### config.mk
export PLATFORM = sky130hd
export DESIGN_NAME = rs485_ctrl
export DESIGN_NICKNAME = d
export VERILOG_FILES = /design/src/pkg/rs485_pkg.sv /design/src/core/rs485_ctrl.sv
export SDC_FILE = /design/constraint.sdc
export NUM_CORES = 1
export LEC_CHECK = 0
export ABC_AREA = 1
export BUFFER_PORTS_ARGS = -buffer_cell sky130_fd_sc_hd__buf_2
export CAP_MARGIN = 20
export CORE_ASPECT_RATIO = 1.75
export CORE_MARGIN = 3
export CORE_UTILIZATION = 30
export DETAILED_ROUTE_END_ITERATION = 10
export PLACE_DENSITY = 0.54
export SLEW_MARGIN = 20
export SYNTH_ARGS = -nofsm -noshare
export SYNTH_HDL_FRONTEND = slang
export SYNTH_SLANG_ARGS = --single-unit
### constraint.sdc
create_clock -name clk_i -period 1.41 [get_ports clk_i]
set_input_delay 0.141 -clock clk_i [delete_from_list [all_inputs] [get_ports clk_i]]
set_output_delay 0.141 -clock clk_i [all_outputs]
set_load 0.01 [all_outputs]
### src/pkg/rs485_pkg.sv
// package: register map, field positions and types for the rs485 direction and multidrop block
package rs485_pkg;

  // ==========================================================================
  // register offsets (byte addresses, one aligned word each)
  localparam logic [7:0] OFF_MODEM_CONTROL   = 8'h00;
  localparam logic [7:0] OFF_EXTRA_FEATURES  = 8'h04;
  localparam logic [7:0] OFF_ENHANCED        = 8'h08;
  localparam logic [7:0] OFF_LINE_FORMAT     = 8'h0C;
  localparam logic [7:0] OFF_INT_ENABLE      = 8'h10;
  localparam logic [7:0] OFF_LINE_STATE      = 8'h14;
  localparam logic [7:0] OFF_PAUSE_CHAR2     = 8'h18;
  localparam logic [7:0] OFF_RX_ENABLE       = 8'h1C;
  localparam logic [7:0] OFF_RX_DATA         = 8'h20;
  localparam logic [7:0] OFF_IRQ_STATUS      = 8'h24;
  localparam logic [7:0] OFF_IRQ_MASK        = 8'h28;

  // ==========================================================================
  // field positions
  localparam int MCR_RTS_BIT      = 1;
  localparam int EXTRA_FEATURES_CONTROL_REG_MULTIDROP   = 0;
  localparam int EXTRA_FEATURES_CONTROL_REG_AUTO_DIR    = 4;
  localparam int EXTRA_FEATURES_CONTROL_REG_DIR_INVERT  = 5;
  localparam int EFR_HW_FLOW      = 6;
  localparam int EFR_SPECIAL_DET  = 5;
  localparam int IER_LINE_STATUS  = 2;
  localparam int LSR_PARITY_ERR   = 2;
  localparam int LSR_RX_READY     = 0;
  localparam int LSR_TX_IDLE      = 6;
  localparam logic [2:0] LCR_FORCE_ZERO = 3'h7;
  localparam int LCR_PARITY_LO    = 3;

  // irq status bits
  localparam int IRQ_ADDR_CHAR    = 0;
  localparam int IRQ_LINE_STATUS  = 1;

  // ==========================================================================
  // reset values
  localparam logic [7:0] RESET_BYTE = 8'h00;

  typedef struct packed {
    logic [7:0] data;
    logic       ninth;
  } rx_char_t;

  typedef enum logic [1:0] {
    DIR_IDLE    = 2'b00,
    DIR_PENDING = 2'b01
  } dir_state_t;

  function automatic logic [31:0] pad_byte(input logic [7:0] b);
    pad_byte = {24'h0000_00, b};
  endfunction

endpackage

### src/core/rs485_ctrl.sv
// rs485 driver direction control and 9-bit multidrop receive filter with wishbone registers
`timescale 1ns/1ps
// ============================================================================
// Overview of operation
// - outside auto mode rts follows modem control bit, or flow logic when enabled.
// - auto-direction enable bit gives the transmitter rts, overriding both others.
// - auto mode drives rts low on fifo write, high after last stop bit.
// - inversion bit flips auto-mode rts: high while pending, low when done.
// - multidrop bit selects 9-bit mode; ninth bit one marks address character.
// - in normal multidrop, a disabled receiver drops data characters.
// - address character sets parity error, enters fifo, raises line status irq.
// - enabled receiver takes all characters, flags new address characters again.
// - special detect compares addresses with second pause char, drops others.
// - matching address enables receiver, stores char with ninth bit as parity flag.
// - later non-matching address disables receiver and is dropped.
module rs485_ctrl (
  input  wire logic        clk_i,
  input  wire logic        rst_i,
  // wishbone classic slave
  input  wire logic        wb_cyc_i,
  input  wire logic        wb_stb_i,
  input  wire logic        wb_we_i,
  input  wire logic [7:0]  wb_adr_i,
  input  wire logic [3:0]  wb_sel_i,
  input  wire logic [31:0] wb_dat_i,
  output logic      [31:0] wb_dat_o,
  output logic             wb_ack_o,
  // transmitter side
  input  wire logic        tx_fifo_write_i,
  input  wire logic        tx_done_i,
  input  wire logic        flow_rts_n_i,
  // receiver side
  input  wire logic        rx_char_valid_i,
  input  wire logic [7:0]  rx_char_data_i,
  input  wire logic        rx_char_ninth_i,
  input  wire logic        rx_parity_err_i,
  // outputs
  output logic             rts_n_o,
  output logic             rx_push_o,
  output logic [7:0]       rx_push_data_o,
  output logic             rx_push_perr_o,
  output logic             irq_o
);

  // ==========================================================================
  // registers
  logic [7:0] modem_control_reg;
  logic [7:0] extra_features_control_reg;
  logic [7:0] enhanced_feature_reg;
  logic [7:0] line_format_reg;
  logic [7:0] interrupt_enable_reg;
  logic [7:0] second_pause_char;
  logic [7:0] irq_status;
  logic [7:0] irq_mask;
  logic [7:0] rx_hold;
  logic       rx_hold_perr;
  logic       rx_hold_full;
  logic       perr_sticky;
  logic       rx_enabled;
  logic       rts_level;
  rs485_pkg::dir_state_t dir_state;
  rs485_pkg::rx_char_t   rx_in;

  logic bus_req;
  logic bus_wr;
  logic bus_rd;
  logic lane0;
  logic multidrop;
  logic special_det;
  logic is_addr;
  logic addr_match;
  logic accept;
  logic store;
  logic store_perr;
  logic auto_en_set;
  logic auto_en_clr;
  logic line_irq_evt;
  logic [7:0] line_state;
  logic [7:0] next_irq_status;

  assign rx_in = '{data: rx_char_data_i, ninth: rx_char_ninth_i};

  // ==========================================================================
  // wishbone decode
  assign bus_req = wb_cyc_i && wb_stb_i && !wb_ack_o;
  assign bus_wr  = bus_req && wb_we_i;
  assign bus_rd  = bus_req && !wb_we_i;
  assign lane0   = wb_sel_i[0];

  always_ff @(posedge clk_i) begin
    if (rst_i) begin
      wb_ack_o <= 1'b0;
    end else begin
      wb_ack_o <= bus_req;
    end
  end

  always_ff @(posedge clk_i) begin
    if (rst_i) begin
      modem_control_reg          <= rs485_pkg::RESET_BYTE;
      extra_features_control_reg <= rs485_pkg::RESET_BYTE;
      enhanced_feature_reg       <= rs485_pkg::RESET_BYTE;
      line_format_reg            <= rs485_pkg::RESET_BYTE;
      interrupt_enable_reg       <= rs485_pkg::RESET_BYTE;
      second_pause_char          <= rs485_pkg::RESET_BYTE;
      irq_mask                   <= rs485_pkg::RESET_BYTE;
    end else if (bus_wr && lane0) begin
      case (wb_adr_i)
        rs485_pkg::OFF_MODEM_CONTROL:  modem_control_reg          <= wb_dat_i[7:0];
        rs485_pkg::OFF_EXTRA_FEATURES: extra_features_control_reg <= wb_dat_i[7:0];
        rs485_pkg::OFF_ENHANCED:       enhanced_feature_reg       <= wb_dat_i[7:0];
        rs485_pkg::OFF_LINE_FORMAT:    line_format_reg            <= wb_dat_i[7:0];
        rs485_pkg::OFF_INT_ENABLE:     interrupt_enable_reg       <= wb_dat_i[7:0];
        rs485_pkg::OFF_PAUSE_CHAR2:    second_pause_char          <= wb_dat_i[7:0];
        rs485_pkg::OFF_IRQ_MASK:       irq_mask                   <= wb_dat_i[7:0];
        default: ;
      endcase
    end
  end

  always_comb begin
    line_state = 8'h00;
    line_state[rs485_pkg::LSR_RX_READY]   = rx_hold_full;
    line_state[rs485_pkg::LSR_PARITY_ERR] = perr_sticky;
    line_state[rs485_pkg::LSR_TX_IDLE]    = (dir_state == rs485_pkg::DIR_IDLE);
  end

  always_ff @(posedge clk_i) begin
    if (rst_i) begin
      wb_dat_o <= 32'h0000_0000;
    end else if (bus_rd) begin
      case (wb_adr_i)
        rs485_pkg::OFF_MODEM_CONTROL:  wb_dat_o <= rs485_pkg::pad_byte(modem_control_reg);
        rs485_pkg::OFF_EXTRA_FEATURES: wb_dat_o <= rs485_pkg::pad_byte(extra_features_control_reg);
        rs485_pkg::OFF_ENHANCED:       wb_dat_o <= rs485_pkg::pad_byte(enhanced_feature_reg);
        rs485_pkg::OFF_LINE_FORMAT:    wb_dat_o <= rs485_pkg::pad_byte(line_format_reg);
        rs485_pkg::OFF_INT_ENABLE:     wb_dat_o <= rs485_pkg::pad_byte(interrupt_enable_reg);
        rs485_pkg::OFF_LINE_STATE:     wb_dat_o <= rs485_pkg::pad_byte(line_state);
        rs485_pkg::OFF_PAUSE_CHAR2:    wb_dat_o <= rs485_pkg::pad_byte(second_pause_char);
        rs485_pkg::OFF_RX_ENABLE:      wb_dat_o <= {31'h0000_0000, rx_enabled};
        rs485_pkg::OFF_RX_DATA:        wb_dat_o <= {23'h00_0000, rx_hold_perr, rx_hold};
        rs485_pkg::OFF_IRQ_STATUS:     wb_dat_o <= rs485_pkg::pad_byte(irq_status);
        rs485_pkg::OFF_IRQ_MASK:       wb_dat_o <= rs485_pkg::pad_byte(irq_mask);
        default:                       wb_dat_o <= 32'h0000_0000;
      endcase
    end
  end

  // ==========================================================================
  // rts direction control
  always_ff @(posedge clk_i) begin
    if (rst_i) begin
      dir_state <= rs485_pkg::DIR_IDLE;
    end else begin
      case (dir_state)
        rs485_pkg::DIR_IDLE: begin
          if (tx_fifo_write_i) begin
            dir_state <= rs485_pkg::DIR_PENDING;
          end
        end
        rs485_pkg::DIR_PENDING: begin
          // a write in the same cycle keeps the line driven
          if (tx_done_i && !tx_fifo_write_i) begin
            dir_state <= rs485_pkg::DIR_IDLE;
          end
        end
        default: dir_state <= rs485_pkg::DIR_IDLE;
      endcase
    end
  end

  always_ff @(posedge clk_i) begin
    if (rst_i) begin
      rts_level <= 1'b1;
    end else if (extra_features_control_reg[rs485_pkg::EXTRA_FEATURES_CONTROL_REG_AUTO_DIR]) begin
      // auto mode overrides manual and flow control
      if (extra_features_control_reg[rs485_pkg::EXTRA_FEATURES_CONTROL_REG_DIR_INVERT]) begin
        rts_level <= (dir_state == rs485_pkg::DIR_PENDING);
      end else begin
        rts_level <= (dir_state != rs485_pkg::DIR_PENDING);
      end
    end else if (enhanced_feature_reg[rs485_pkg::EFR_HW_FLOW]) begin
      rts_level <= flow_rts_n_i;
    end else begin
      rts_level <= ~modem_control_reg[rs485_pkg::MCR_RTS_BIT];
    end
  end

  assign rts_n_o = rts_level;

  // ==========================================================================
  // multidrop receive filter
  assign multidrop   = extra_features_control_reg[rs485_pkg::EXTRA_FEATURES_CONTROL_REG_MULTIDROP];
  assign special_det = enhanced_feature_reg[rs485_pkg::EFR_SPECIAL_DET];
  assign is_addr     = multidrop && rx_in.ninth;
  assign addr_match  = is_addr && (rx_in.data == second_pause_char);

  always_comb begin
    accept      = 1'b0;
    store_perr  = rx_parity_err_i;
    auto_en_set = 1'b0;
    auto_en_clr = 1'b0;
    if (!multidrop) begin
      accept = 1'b1;
    end else if (!special_det) begin
      // data dropped while disabled, addresses always kept and flagged
      accept     = is_addr || rx_enabled;
      store_perr = is_addr;
    end else begin
      if (addr_match) begin
        accept      = 1'b1;
        auto_en_set = 1'b1;
        store_perr  = rx_in.ninth;
      end else if (is_addr) begin
        auto_en_clr = 1'b1;
      end else begin
        accept     = rx_enabled;
        store_perr = 1'b0;
      end
    end
  end

  assign store        = rx_char_valid_i && accept;
  assign line_irq_evt = store && store_perr;

  // match event after a software write in the same cycle wins as the later event
  always_ff @(posedge clk_i) begin
    if (rst_i) begin
      rx_enabled <= 1'b0;
    end else if (rx_char_valid_i && auto_en_set) begin
      rx_enabled <= 1'b1;
    end else if (rx_char_valid_i && auto_en_clr) begin
      rx_enabled <= 1'b0;
    end else if (bus_wr && lane0 && wb_adr_i == rs485_pkg::OFF_RX_ENABLE) begin
      rx_enabled <= wb_dat_i[0];
    end
  end

  always_ff @(posedge clk_i) begin
    if (rst_i) begin
      rx_push_o      <= 1'b0;
      rx_push_data_o <= rs485_pkg::RESET_BYTE;
      rx_push_perr_o <= 1'b0;
    end else begin
      rx_push_o <= store;
      if (store) begin
        rx_push_data_o <= rx_in.data;
        rx_push_perr_o <= store_perr;
      end
    end
  end

  // holding copy of the newest stored character; deeper storage lives in the fifo
  always_ff @(posedge clk_i) begin
    if (rst_i) begin
      rx_hold      <= rs485_pkg::RESET_BYTE;
      rx_hold_perr <= 1'b0;
      rx_hold_full <= 1'b0;
    end else if (store) begin
      rx_hold      <= rx_in.data;
      rx_hold_perr <= store_perr;
      rx_hold_full <= 1'b1;
    end else if (bus_rd && wb_adr_i == rs485_pkg::OFF_RX_DATA) begin
      rx_hold_full <= 1'b0;
    end
  end

  // parity error sticky: set wins over read clear
  always_ff @(posedge clk_i) begin
    if (rst_i) begin
      perr_sticky <= 1'b0;
    end else if (line_irq_evt) begin
      perr_sticky <= 1'b1;
    end else if (bus_rd && wb_adr_i == rs485_pkg::OFF_LINE_STATE) begin
      perr_sticky <= 1'b0;
    end
  end

  // ==========================================================================
  // interrupts
  always_comb begin
    next_irq_status = irq_status;
    if (bus_rd && wb_adr_i == rs485_pkg::OFF_IRQ_STATUS) begin
      next_irq_status = 8'h00;
    end
    if (store && is_addr) begin
      next_irq_status[rs485_pkg::IRQ_ADDR_CHAR] = 1'b1;
    end
    if (line_irq_evt && interrupt_enable_reg[rs485_pkg::IER_LINE_STATUS]) begin
      next_irq_status[rs485_pkg::IRQ_LINE_STATUS] = 1'b1;
    end
  end

  always_ff @(posedge clk_i) begin
    if (rst_i) begin
      irq_status <= 8'h00;
    end else begin
      irq_status <= next_irq_status;
    end
  end

  assign irq_o = |(irq_status & irq_mask);

endmodule // rs485_ctrl

# Word level (Yosys, flattened, before mapping)
# Cells that the tools add are included.
# totals
register_bits	107
# op_classes
reduce_logical	38
n_bitwise	2
eq_ne	15
n_mux	32
# op_table
cell	count
9-bit case mux with 11 select lines	1
8-bit by 5-bit equality test with 1-bit output (second input constant)	4
1-bit 2-to-1 mux	27
8-bit by 6-bit equality test with 1-bit output (second input constant)	3
1-bit logical AND	18
8-bit by 4-bit equality test with 1-bit output (second input constant)	2
2-bit AND reduction	8
2-bit by 8-bit bitwise AND with 8-bit output	1
8-bit by 3-bit equality test with 1-bit output (second input constant)	1
8-bit equality test	1
8-bit zero test	1
2-bit nonzero test	4
8-bit OR reduction	1
2-bit 2-to-1 mux	3
2-bit inequality test (second input constant)	2
2-bit case mux with 2 select lines	1
1-bit zero test	3
3-bit nonzero test	1
2-bit by 1-bit equality test with 1-bit output (second input constant)	1
2-bit zero test	1
2-bit by 1-bit inequality test with 1-bit output (second input constant)	1
1-bit logical OR	1
1-bit inverter	1

# Logic depth before layout (Yosys ltp)
# Gate-level depths: netlist of the first run.
# depth
word_depth	9
mapped_depth	13

# Least setup slack after synthesis of the first run
# No wires, ideal clock.
# synth_timing
path_kind	reg-to-reg
startpoint	register wb_ack_o
endpoint	register interrupt_enable_reg[2]
period_less_slack_ps	1411
setup_slack_ps	-1
arrival_ps	1294
path_buffers	1
stages_incl_launch_ff	8
setup_time_ps	116
path_cell_list	dfxtp_1 -> nor2_1 -> nand3_4 -> nor2_4 -> inv_2 -> buf_6 -> o21ai_1 -> a21oi_1
# synth_between
elab_chain_len	5
# synth_lines
element	line_no	source
from (decl)	rs485_ctrl.sv:27	output logic wb_ack_o,
from (signal assigned)	rs485_ctrl.sv:94	wb_ack_o <= bus_req;
1-bit zero test	rs485_ctrl.sv:85	assign bus_req = wb_cyc_i && wb_stb_i && !wb_ack_o;
1-bit logical AND	rs485_ctrl.sv:85	
1-bit logical AND	rs485_ctrl.sv:86	assign bus_wr = bus_req && wb_we_i;
1-bit logical AND	rs485_ctrl.sv:107	end else if (bus_wr && lane0) begin
2-bit AND reduction (no source line)	-	
to (signal assigned)	rs485_ctrl.sv:104	interrupt_enable_reg <= rs485_pkg::RESET_BYTE;
to (signal assigned)	rs485_ctrl.sv:113	rs485_pkg::OFF_INT_ENABLE: interrupt_enable_reg <= wb_dat_i[7:0];
to (decl)	rs485_ctrl.sv:51	logic [7:0] interrupt_enable_reg;
# No other way between the ends.
# A chain may end at the register's enable or synchronous reset.

# Worst setup path in the final report of the first run
# layout_timing
startpoint	register second_pause_char[6]
endpoint	register rx_hold[4]
# layout_between
elab_chain_len	6
# layout_lines
element	line_no	source
from (decl)	rs485_ctrl.sv:52	logic [7:0] second_pause_char;
from (signal assigned)	rs485_ctrl.sv:105	second_pause_char <= rs485_pkg::RESET_BYTE;
from (signal assigned)	rs485_ctrl.sv:114	rs485_pkg::OFF_PAUSE_CHAR2: second_pause_char <= wb_dat_i[7:0];
8-bit equality test	rs485_ctrl.sv:196	assign addr_match = is_addr && (rx_in.data == second_pause_char);
1-bit logical AND	rs485_ctrl.sv:196	
1-bit 2-to-1 mux	rs485_ctrl.sv:210	if (addr_match) begin
1-bit 2-to-1 mux	rs485_ctrl.sv:205	end else if (!special_det) begin
1-bit 2-to-1 mux	rs485_ctrl.sv:203	if (!multidrop) begin
1-bit logical AND	rs485_ctrl.sv:223	assign store = rx_char_valid_i && accept;
to (signal assigned)	rs485_ctrl.sv:256	rx_hold <= rs485_pkg::RESET_BYTE;
to (signal assigned)	rs485_ctrl.sv:260	rx_hold <= rx_in.data;
to (decl)	rs485_ctrl.sv:55	logic [7:0] rx_hold;
# No other way between the ends.

==> run_results.csv, run 1 <==
group,metric,value,unit
global_route,grt_max_degree,69,
clock_tree,cts_tree,"built",
place,place_hpwl,9590,um
setup_path,worst_setup_path_end_kind,"flip-flop",
sta,setup_viol,12,
die,fp.dieH,160,um
hold_path,hold_path_class,"input port to flip-flop",
status,violations,"negative setup slack",
clock_tree,clkSinkCount,83,
clock_tree,hold_buffers,0,
routing,vias_per_cell,4.56,
routing,route.met2.wl,6800,um
synthesis,synth.yosys.warnings,0,
setup_path,critPathArrivalTime,1730,ps
sta,hold_violations,0,
setup_path,cpMaxStageDelayCell,"dfxtp_2",
synthesis,synth_flop_cell,"dfxtp_1",
power,vdd_drop_max,714,uV
routing,firstDrtPassIters,4,
clock_tree,cts-root-buf,"clkbuf_16",
final_layout,multi_input_area,2070,sq um
synthesis,synth.distinct_cells,33,
setup_path,crit_buf_inv,1,
synthesis,synth_top_area_frac,0.408,
routing,dr.max_layer_used,"met4",
routing,vias,3842,
die,die_w,94.1,um
die,die_area,15100,sq um
setup_path,cp_max_fo,5,
power,power,5.53,mW
place,gp_congestion,0.923,
routing,drc,0,
synthesis,synth-edff-count,0,
synthesis,syn-cell-area,4080,sq um
synthesis,yosys-top-cells-area,"dfxtp_1 41%, nor2_1 9.2%, nand2_1 9.0%",
synthesis,async_flop_share,0,
final_layout,ff_latch_area,1670,sq um
setup_path,critical-path-top-delay-family,"simple AND/OR/NAND/NOR gates",
synthesis,post_synth_inst_count,568,
final_layout,area_growth,28.9,%
clock_tree,cts_max_level,3,
final_layout,diodes,0,
synthesis,synth.top_cells.by_count,"100 x nor2_1, 98 x nand2_1, 83 x dfxtp_1",
routing,initialDrtViolationCount,145,
global_route,grt_antenna_before_repair,0,
die,core_area,13100,sq um
setup_path,crit_chain,"xnor2_1 -> nand2_1 -> nor2_2 -> nand2_2 -> nand2_2 -> nand2_2 -> nand2_2 -> nand2_4 -> clkbuf_16 -> o21ai_2 -> nor2_1",
setup_path,cp_common_cell,"nand2_2",
sta,fmax,671,MHz
final_layout,largest_reg_flops,9,
setup_path,crit_required,1650,ps
sta,period_share,1.06,
routing,routed_wl,12500,um
routing,detail-route-antenna-nets,0,
final_layout,fillCellCount,1362,
die,rows,55,
global_route,first_global_vias,3624,
place,portBuffers,57,
setup_path,path_class,"flip-flop to flip-flop",
die,io_pins,108,
sta,setup_ws,-80.4,ps
synthesis,synth_seq_cells,83,
global_route,grt_usage,0.163,
status,outcome,"finished, violations left",
power,p_per_area,1050,nW/um^2
final_layout,drive_gt1_frac,0.294,
global_route,globalRouteOverflowTotal,0,
sta,fin_crit,1490,ps
global_route,grt_pass1_wl,18700,um
clock_tree,clockBufferDepth,2,
synthesis,synth.avg_cell_area,7.17,sq um
setup_path,max_stage_delay,320,ps
final_layout,top_register,"wb_dat_o",
synthesis,yosysSeqAreaShare,0.408,
clock_tree,clock_latency,340,ps
sta,worst_clock_skew,6.81,ps
flow_run,max_cap_viol_count,0,
setup_path,cp-start-kind,"flip-flop",
sta,finalMaxSlewViolations,0,
clock_tree,path_clk_slew,60,ps
power,p_leak,2.29,nW
routing,wl_met1,4710,um
synthesis,synth.most_common_cell,"nor2_1",
die,start_util,0.310,
final_layout,layout.nets,729,
routing,dr_wl_met3,520,um
clock_tree,cts_buffers,9,
sta,rsz0062_at_grt,"yes",
sta,hold-worst-slack,4.70,ps
synthesis,post-synth-top-area-cell,"dfxtp_1",
routing,post_drt_wl_per_cell,14.8,um
-- final cells by class --
type,count,share of cell area
Inverter,61,0.0460
Clock inverter,5,0.0191
Tap cell,171,0.0407
Clock buffer,11,0.0462
Multi-Input combinational cell,406,0.395
Sequential cell,83,0.318
Timing Repair Buffer,105,0.136
-- logic make-up (layout without fill, tap and decap cells) --
logic type                count (synthesis)  in the layout  synth area share
xor gates and xnor gates                  4              4           0.00860
DFF                                      83             83             0.408
other                                     1             23          0.000920
buffers and inverters                   101            182             0.126
and+or+nand+nor                         237            237             0.278
AOI/OAI and AO/OA                       142            142             0.180
-- what timing repair did --
| action | CTS | global route |
|---|---|---|
| pin swaps | 3 | 14 |
| setup buffers | 0 | 1 |
| setup endpoints to repair | 15 | 32 |
| gates resized for setup | 20 | 35 |
| gates cloned | 0 | 1 |
-- layout by cell type, fill, tap and decap left out, types with 4 or more instances in the layout --
master     count
inv_4          5
dfxtp_2        6
nand3_1       13
buf_2         57
inv_2         14
o21ai_1       19
o21ai_0       56
nor2_2         6
inv_1         42
nor2_1        95
o21ai_2        8
nand2_2       10
dfxtp_1       77
buf_4         42
o22ai_1        4
nand2_1       88
a21oi_1       49
nor2_4        12
conb_1        23
clkbuf_16     10
nand3_4        5
-- metrics by stage --
step / std cells / util / instance area, sq um / worst slack, ps / TNS (ps)
floorplan: 590 / - / 4160 / 1.24 / 0
global placement: 824 / 0.362 / 4760 / -206 / -3220
detailed placement: 824 / 0.362 / 4760 / -193 / -4580
CTS: 840 / 0.391 / 5130 / -86.8 / -796
global route: 842 / 0.400 / 5250 / -181 / -1790
finish: 842 / 0.400 / 5250 / -80.4 / -597
-- layer usage --
layer | global-route usage | vias up
met5 | 0 | -
met4 | 0.0782 | 0
met3 | 0.0273 | 20
met2 | 0.305 | 101
met1 | 0.171 | 1748
li1 | - | 1973
-- worst min-delay path, stage by stage --
cell and delay [ps]:
buf_2 80, a21oi_1 30, nor2_1 70
-- path summary, 6_finish.rpt --
| kind | start | end | slack (ps) | cells past startpoint |
|---|---|---|---|---|
| worst min-delay path | tx_fifo_write_i | dir_state[0] | 5 | 3 |
| worst max register to register | second_pause_char[6] | rx_hold[4] | -80 | 11 |
| worst max-delay path | second_pause_char[6] | rx_hold[4] | -80 | 11 |
| worst min register to register | modem_control_reg[5] | modem_control_reg[5] | 450 | 2 |
-- where the power goes --
group	switching (mW)	internal [mW]	leakage, nW
sequential	0.0223	2.37	0.675
clock	0.946	1.77	0.169
combinational	0.266	0.147	1.45
(Power assumes the default switching activity.)
==> inputs of run 2 (changes only) <==
Settings changed: PLACE_DENSITY 0.54 to 0.52, SETUP_SLACK_MARGIN from default to 0.1.
Clock period 1.41 ns to 1.5 ns, I/O delays scaled along.
==> run 2 against run 1 <==
  * Critical endpoint is now rx_hold[7]
  * The flow now finishes without violations
  * Routed wire length fell by 2.5%
  * Combinational power fell by 5.3%
  * Non-clock buffer count fell by 1
  * Flip-flop and latch count did not move
  * Via count rose by 1.3%
  * Largest cell class unchanged
==> run_results.csv, run 2 (same netlist as run 1, synthesis figures left out) <==
group,metric,value,unit
sta,finalMaxSlewViolations,0,
die,core_area,13100,sq um
place,dp.cells,820,
clock_tree,clockBufferDepth,2,
flow_run,max_cap_viol_count,0,
final_layout,multi_input_area,2100,sq um
clock_tree,clkSinkCount,83,
global_route,busiest_layer,"met2",
die,rows,55,
routing,initialDrtViolationCount,240,
setup_path,critPathArrivalTime,1700,ps
global_route,globalRouteOverflowTotal,0,
sta,hold_violations,0,
global_route,grt_usage,0.165,
setup_path,worst_setup_path_end_kind,"flip-flop",
final_layout,area_growth,29.0,%
setup_path,reg2reg_depth,11,
routing,routed_wl,12100,um
final_layout,layout_commonest_cell,"nor2_1",
place,place_hpwl,9280,um
routing,post_drt_wl_per_cell,14.5,um
sta,setup_viol,0,
power,p_per_area,981,nW/um^2
die,fp.dieH,160,um
setup_path,ff2ff_setup_slack,40,ps
global_route,first_global_vias,3738,
setup_path,r2r_end,"rx_hold[7]",
final_layout,ff_latch_area,1670,sq um
setup_path,r2r_start,"second_pause_char[3]",
final_layout,fin_util,0.400,
final_layout,drive_gt1_frac,0.303,
clock_tree,path_clk_slew,60,ps
sta,period_share,0.974,
sta,setup_tns,0,ps
clock_tree,cts_max_level,3,
final_layout,diodes,0,
power,vdd_drop_max,585,uV
global_route,grt_antenna_before_repair,0,
sta,setup_ws,39.2,ps
place,portBuffers,57,
routing,drc,0,
place,dpl-instance-area,4730,sq um
routing,firstDrtPassIters,4,
final_layout,fillCellCount,1377,
sta,worst_clock_skew,3.49,ps
final_layout,layout.nets,728,
global_route,grt_max_degree,69,
routing,vias_per_cell,4.63,
status,outcome,"finished, final reports clean",
final_layout,largest_reg_flops,9,
power,power,5.15,mW
sta,fin_crit,1460,ps
final_layout,mostFrequentLayoutCells,"94 x nor2_1, 87 x nand2_1, 75 x dfxtp_1, 57 x buf_2, 51 x o21ai_0",
power,p_leak,2.30,nW
clock_tree,cts_buffers,9,
clock_tree,clock_latency,340,ps
clock_tree,cts-root-buf,"clkbuf_16",
routing,vias,3892,
clock_tree,cts_tree,"built",
sta,hold-worst-slack,32.3,ps
place,pre_cts_ws,-131,ps
final_layout,final_cell_count_no_fill,840,
setup_path,cp-start-kind,"flip-flop",
final_layout,fin_area,5260,sq um
setup_path,cp-startpoint,"second_pause_char[3]",
sta,rsz0062_at_grt,"yes",
routing,detail-route-antenna-nets,0,
setup_path,crit_required,1740,ps
global_route,grt_util_met2,0.310,
setup_path,path_class,"flip-flop to flip-flop",
hold_path,hold_path_class,"input port to flip-flop",
setup_path,cp_max_fo,8,
die,io_pins,108,
global_route,met3_usage,0.0316,
sta,fmax,685,MHz
final_layout,top_register,"wb_dat_o",
die,die_area,15100,sq um
die,die_w,94.1,um
global_route,grt_pass1_wl,19100,um
setup_path,crit_end,"rx_hold[7]",
place,gp_congestion,0.875,
global_route,grtUsageMet1,0.174,
die,start_util,0.310,
run 2: changes by cell type in the layout (fill, tap and decap cells not counted), moves of 2 or more:
cell	before	now
o21ai_0	56	51
buf_4	42	39
buf_6	1	4
o21ai_2	8	11
dfxtp_1	77	75
dfxtp_2	6	8
inv_4	5	3
nand2_4	1	3
o21ai_1	19	21
run 2: worst min-delay path by stage:
stage                         start  cells past startpoint  slack (ps)           end
floorplan           tx_fifo_write_i                      2         270  dir_state[0]
global placement    tx_fifo_write_i                      3         360  dir_state[0]
detailed placement  tx_fifo_write_i                      3         380  dir_state[0]
CTS                 tx_fifo_write_i                      3          30  dir_state[0]
global route        tx_fifo_write_i                      3          40  dir_state[0]
finish              tx_fifo_write_i                      3          30  dir_state[0]
run 2: metal layers:
| layer | up-vias | wire length [um] |
|---|---|---|
| met4 | 0 | 358 |
| li1 | 1976 | - |
| met2 | 106 | 6760 |
| met5 | - | 0 |
| met1 | 1788 | 4520 |
| met3 | 22 | 509 |
run 2: what timing repair did:
| action | 4_1_cts | 5_1_grt |
|---|---|---|
| setup endpoints to repair | 13 | 35 |
| hold buffers | 0 | 0 |
| cloned | 1 | 0 |
| pin swaps | 5 | 11 |
| buffers inserted | 5 | 0 |
| gates resized for setup | 34 | 38 |
run 2: final cells by class:
cell class / count / area share
timing repair buffer: 104 / 0.133
clock buffer: 9 / 0.0428
inverter: 61 / 0.0459
sequential: 83 / 0.318
clock inverter: 6 / 0.0200
multi-input combinational: 406 / 0.400
tap: 171 / 0.0407
run 2: report_power, final:
group	internal, mW	total [mW]	leakage [nW]	switching (mW)
Clock	1.61	2.52	0.165	0.907
Sequential	2.23	2.25	0.676	0.0200
Combinational	0.140	0.390	1.46	0.250
run 2: critical path: stages, from the launching register on:
cell and delay (ps):
dfxtp_1 350, xnor2_1 120, nand2_1 90, nor2_2 100, nand2_2 90, nand2_2 70, nand2_2 50, nand2_2 80
nand2_4 90, buf_8 150, o21ai_1 110, nor2_1 50
==> inputs of run 3 (changes only) <==
Settings changed: BUFFER_PORTS_ARGS -buffer_cell sky130_fd_sc_hd__buf_2 to default, DONT_BUFFER_PORTS from default to 1, HOLD_SLACK_MARGIN from default to 0.08, PLACE_DENSITY 0.52 to 0.46.
==> run 3 against run 2 <==
  * Clock skew increased by 2.4 ps
  * Register-to-register slack about the same
  * Sequential share of layout area increased by 1.3 points
  * Flip-flop and latch count unchanged
  * Sequential power about the same
  * Cell count decreased by 5.5%
  * Worst setup slack improved by 9.9 ps
  * First-iteration DRC count decreased by 38%
  * Via count decreased by 4.6%
  * Routed wire length increased by 5.1%
  * Combinational power decreased by 16%
  * Non-clock buffer count decreased by 47
  * Largest power group unchanged
==> run_results.csv, run 3 (same netlist as run 1, synthesis figures left out) <==
group,metric,value,unit
routing,firstDrtPassIters,4,
power,seqPwrFrac,0.460,
hold_path,hold_depth,3,
sta,worst_clock_skew,5.94,ps
routing,post_drt_wl_per_cell,16.1,um
routing,detail-route-antenna-nets,0,
clock_tree,cts-root-buf,"clkbuf_16",
clock_tree,clockBufferDepth,2,
power,p_switching,1.16,mW
final_layout,fin_area,5030,sq um
routing,initialDrtViolationCount,148,
final_layout,layout.nets,681,
power,power,4.93,mW
setup_path,cp_max_fo,8,
hold_path,hold_path_class,"input port to flip-flop",
global_route,first_global_vias,3435,
clock_tree,clkSinkCount,83,
global_route,globalRouteOverflowTotal,0,
sta,hold_violations,0,
sta,setup_tns,0,ps
place,gp_congestion,0.853,
routing,vias,3713,
final_layout,fin_util,0.383,
die,core_area,13100,sq um
sta,finalMaxSlewViolations,0,
global_route,grt_pass1_wl,19300,um
final_layout,area_growth,23.5,%
power,comb_power_share,0.067,
die,rows,55,
power,p_per_area,980,nW/um^2
setup_path,crit_buf_inv,1,
sta,relSlewSlack,0.561,
sta,tightest_slew,657,ps
setup_path,path_class,"flip-flop to flip-flop",
power,p_leak,2.06,nW
setup_path,cp.depth,11,
setup_path,critPathArrivalTime,1690,ps
final_layout,drive_gt1_frac,0.189,
status,outcome,"finished, final reports clean",
setup_path,crit_chain,"xnor2_1 -> nand2_1 -> nor2_2 -> nand2_2 -> nand2_1 -> nand2_1 -> nand2_2 -> nand2_4 -> buf_6 -> o21ai_1 -> nor2_1",
setup_path,reg2reg_depth,11,
clock_tree,cts_buffers,9,
setup_path,crit_required,1740,ps
clock_tree,path_clk_slew,60,ps
clock_tree,cts_tree,"built",
die,die_area,15100,sq um
global_route,grt_max_degree,69,
sta,fin_crit,1450,ps
power,clkPwrFrac,0.474,
die,start_util,0.310,
global_route,grt_usage,0.171,
final_layout,fillCellCount,1395,
setup_path,cp-start-kind,"flip-flop",
sta,setup_ws,49.2,ps
global_route,grt_antenna_before_repair,0,
routing,drc,0,
final_layout,layout_commonest_cell,"nor2_1",
sta,rsz0062_at_grt,"yes",
clock_tree,cts_max_level,3,
clock_tree,clock_latency,340,ps
flow_run,max_cap_viol_count,0,
place,place_hpwl,9390,um
die,die_w,94.1,um
routing,routed_wl,12800,um
final_layout,largest_reg_flops,9,
sta,period_share,0.967,
place,portBuffers,0,
sta,setup_viol,0,
die,io_pins,108,
die,fp.dieH,160,um
setup_path,worst_setup_path_end_kind,"flip-flop",
final_layout,diodes,0,
routing,vias_per_cell,4.68,
setup_path,cpMaxStageDelayCell,"dfxtp_1",
place,dpl-instance-area,4350,sq um
sta,fmax,689,MHz
power,swShare,0.236,
setup_path,critical-path-top-delay-family,"simple AND/OR/NAND/NOR gates",
power,vdd_drop_max,548,uV
setup_path,cp_common_cell,"nand2_1",
final_layout,mostFrequentLayoutCells,"93 x nor2_1, 92 x nand2_1, 80 x dfxtp_1, 58 x o21ai_0, 48 x a21oi_1",
final_layout,top_register,"wb_dat_o",
setup_path,max_stage_delay,370,ps
power,internal-power,3.77,mW
place,pre_cts_ws,-124,ps
-- run 3: changes by cell type in the layout (fill, tap and decap cells not counted), moves of 5 or more --
cell	change
nand2_1	+5
dlygate4sd3_1	+23
dfxtp_1	+5
dfxtp_2	-5
o21ai_2	-8
o21ai_0	+7
buf_4	-10
nand2_2	-5
buf_2	-57
-- run 3: through the flow --
step	cells	hold WS, ps
final	794	101
after global routing	794	108
after CTS	795	110
after detailed placement	751	218
after global placement	751	217
after floorplan	590	267
-- run 3: path summary, 6_finish.rpt --
path / start / to / slack, ps
worst max-delay path: second_pause_char[2] / rx_hold[3] / 50
worst min-delay path: rx_char_valid_i / rx_hold_full / 100
worst max register to register: second_pause_char[2] / rx_hold[3] / 50
worst min register to register: extra_features_control_reg[2] / extra_features_control_reg[2] / 450
-- run 3: area by class of cell --
cell class / count / area [sq um] / share of cell area
inverter: 61 / 241 / 0.0480
clock buffer: 12 / 267 / 0.0529
multi-input combinational: 406 / 2080 / 0.413
sequential: 83 / 1670 / 0.331
timing repair buffer: 57 / 522 / 0.104
clock inverter: 4 / 47.5 / 0.00945
tap: 171 / 214 / 0.0425
-- run 3: layer usage --
layer	track usage	part of all wire	vias to the layer above
met4	0.0572	0.019	0
li1	-	-	1875
met5	0	0	-
met1	0.191	0.40	1732
met2	0.309	0.53	90
met3	0.0424	0.049	16
-- run 3: worst reg2reg max path: cells and delay by family (launching register included) --
family / cells / cell delay [ps]
and+or+nand+nor: 8 / 600
xor gates and xnor gates: 1 / 130
DFF: 1 / 370
AOI/OAI and AO/OA: 1 / 120
buffers and inverters: 1 / 150
-- run 3: power groups by stage --
| stage | combinational [mW] | sequential (mW) | clock [mW] |
|---|---|---|---|
| after floorplan | 0.212 | 2.30 | 0 |
| after global placement | 0.208 | 2.32 | 0 |
| after detailed placement | 0.211 | 2.32 | 0 |
| after CTS | 0.318 | 2.27 | 2.38 |
| after global routing | 0.362 | 2.27 | 2.47 |
| final | 0.328 | 2.27 | 2.34 |
-- run 3: timing repair --
action	4_1_cts	5_1_grt
gates cloned	1	0
endpoints found under the setup margin	13	35
pin swaps	13	15
endpoints found under the hold margin	82	0
buffers inserted	4	0
resized for setup	28	20
hold buffers	23	0
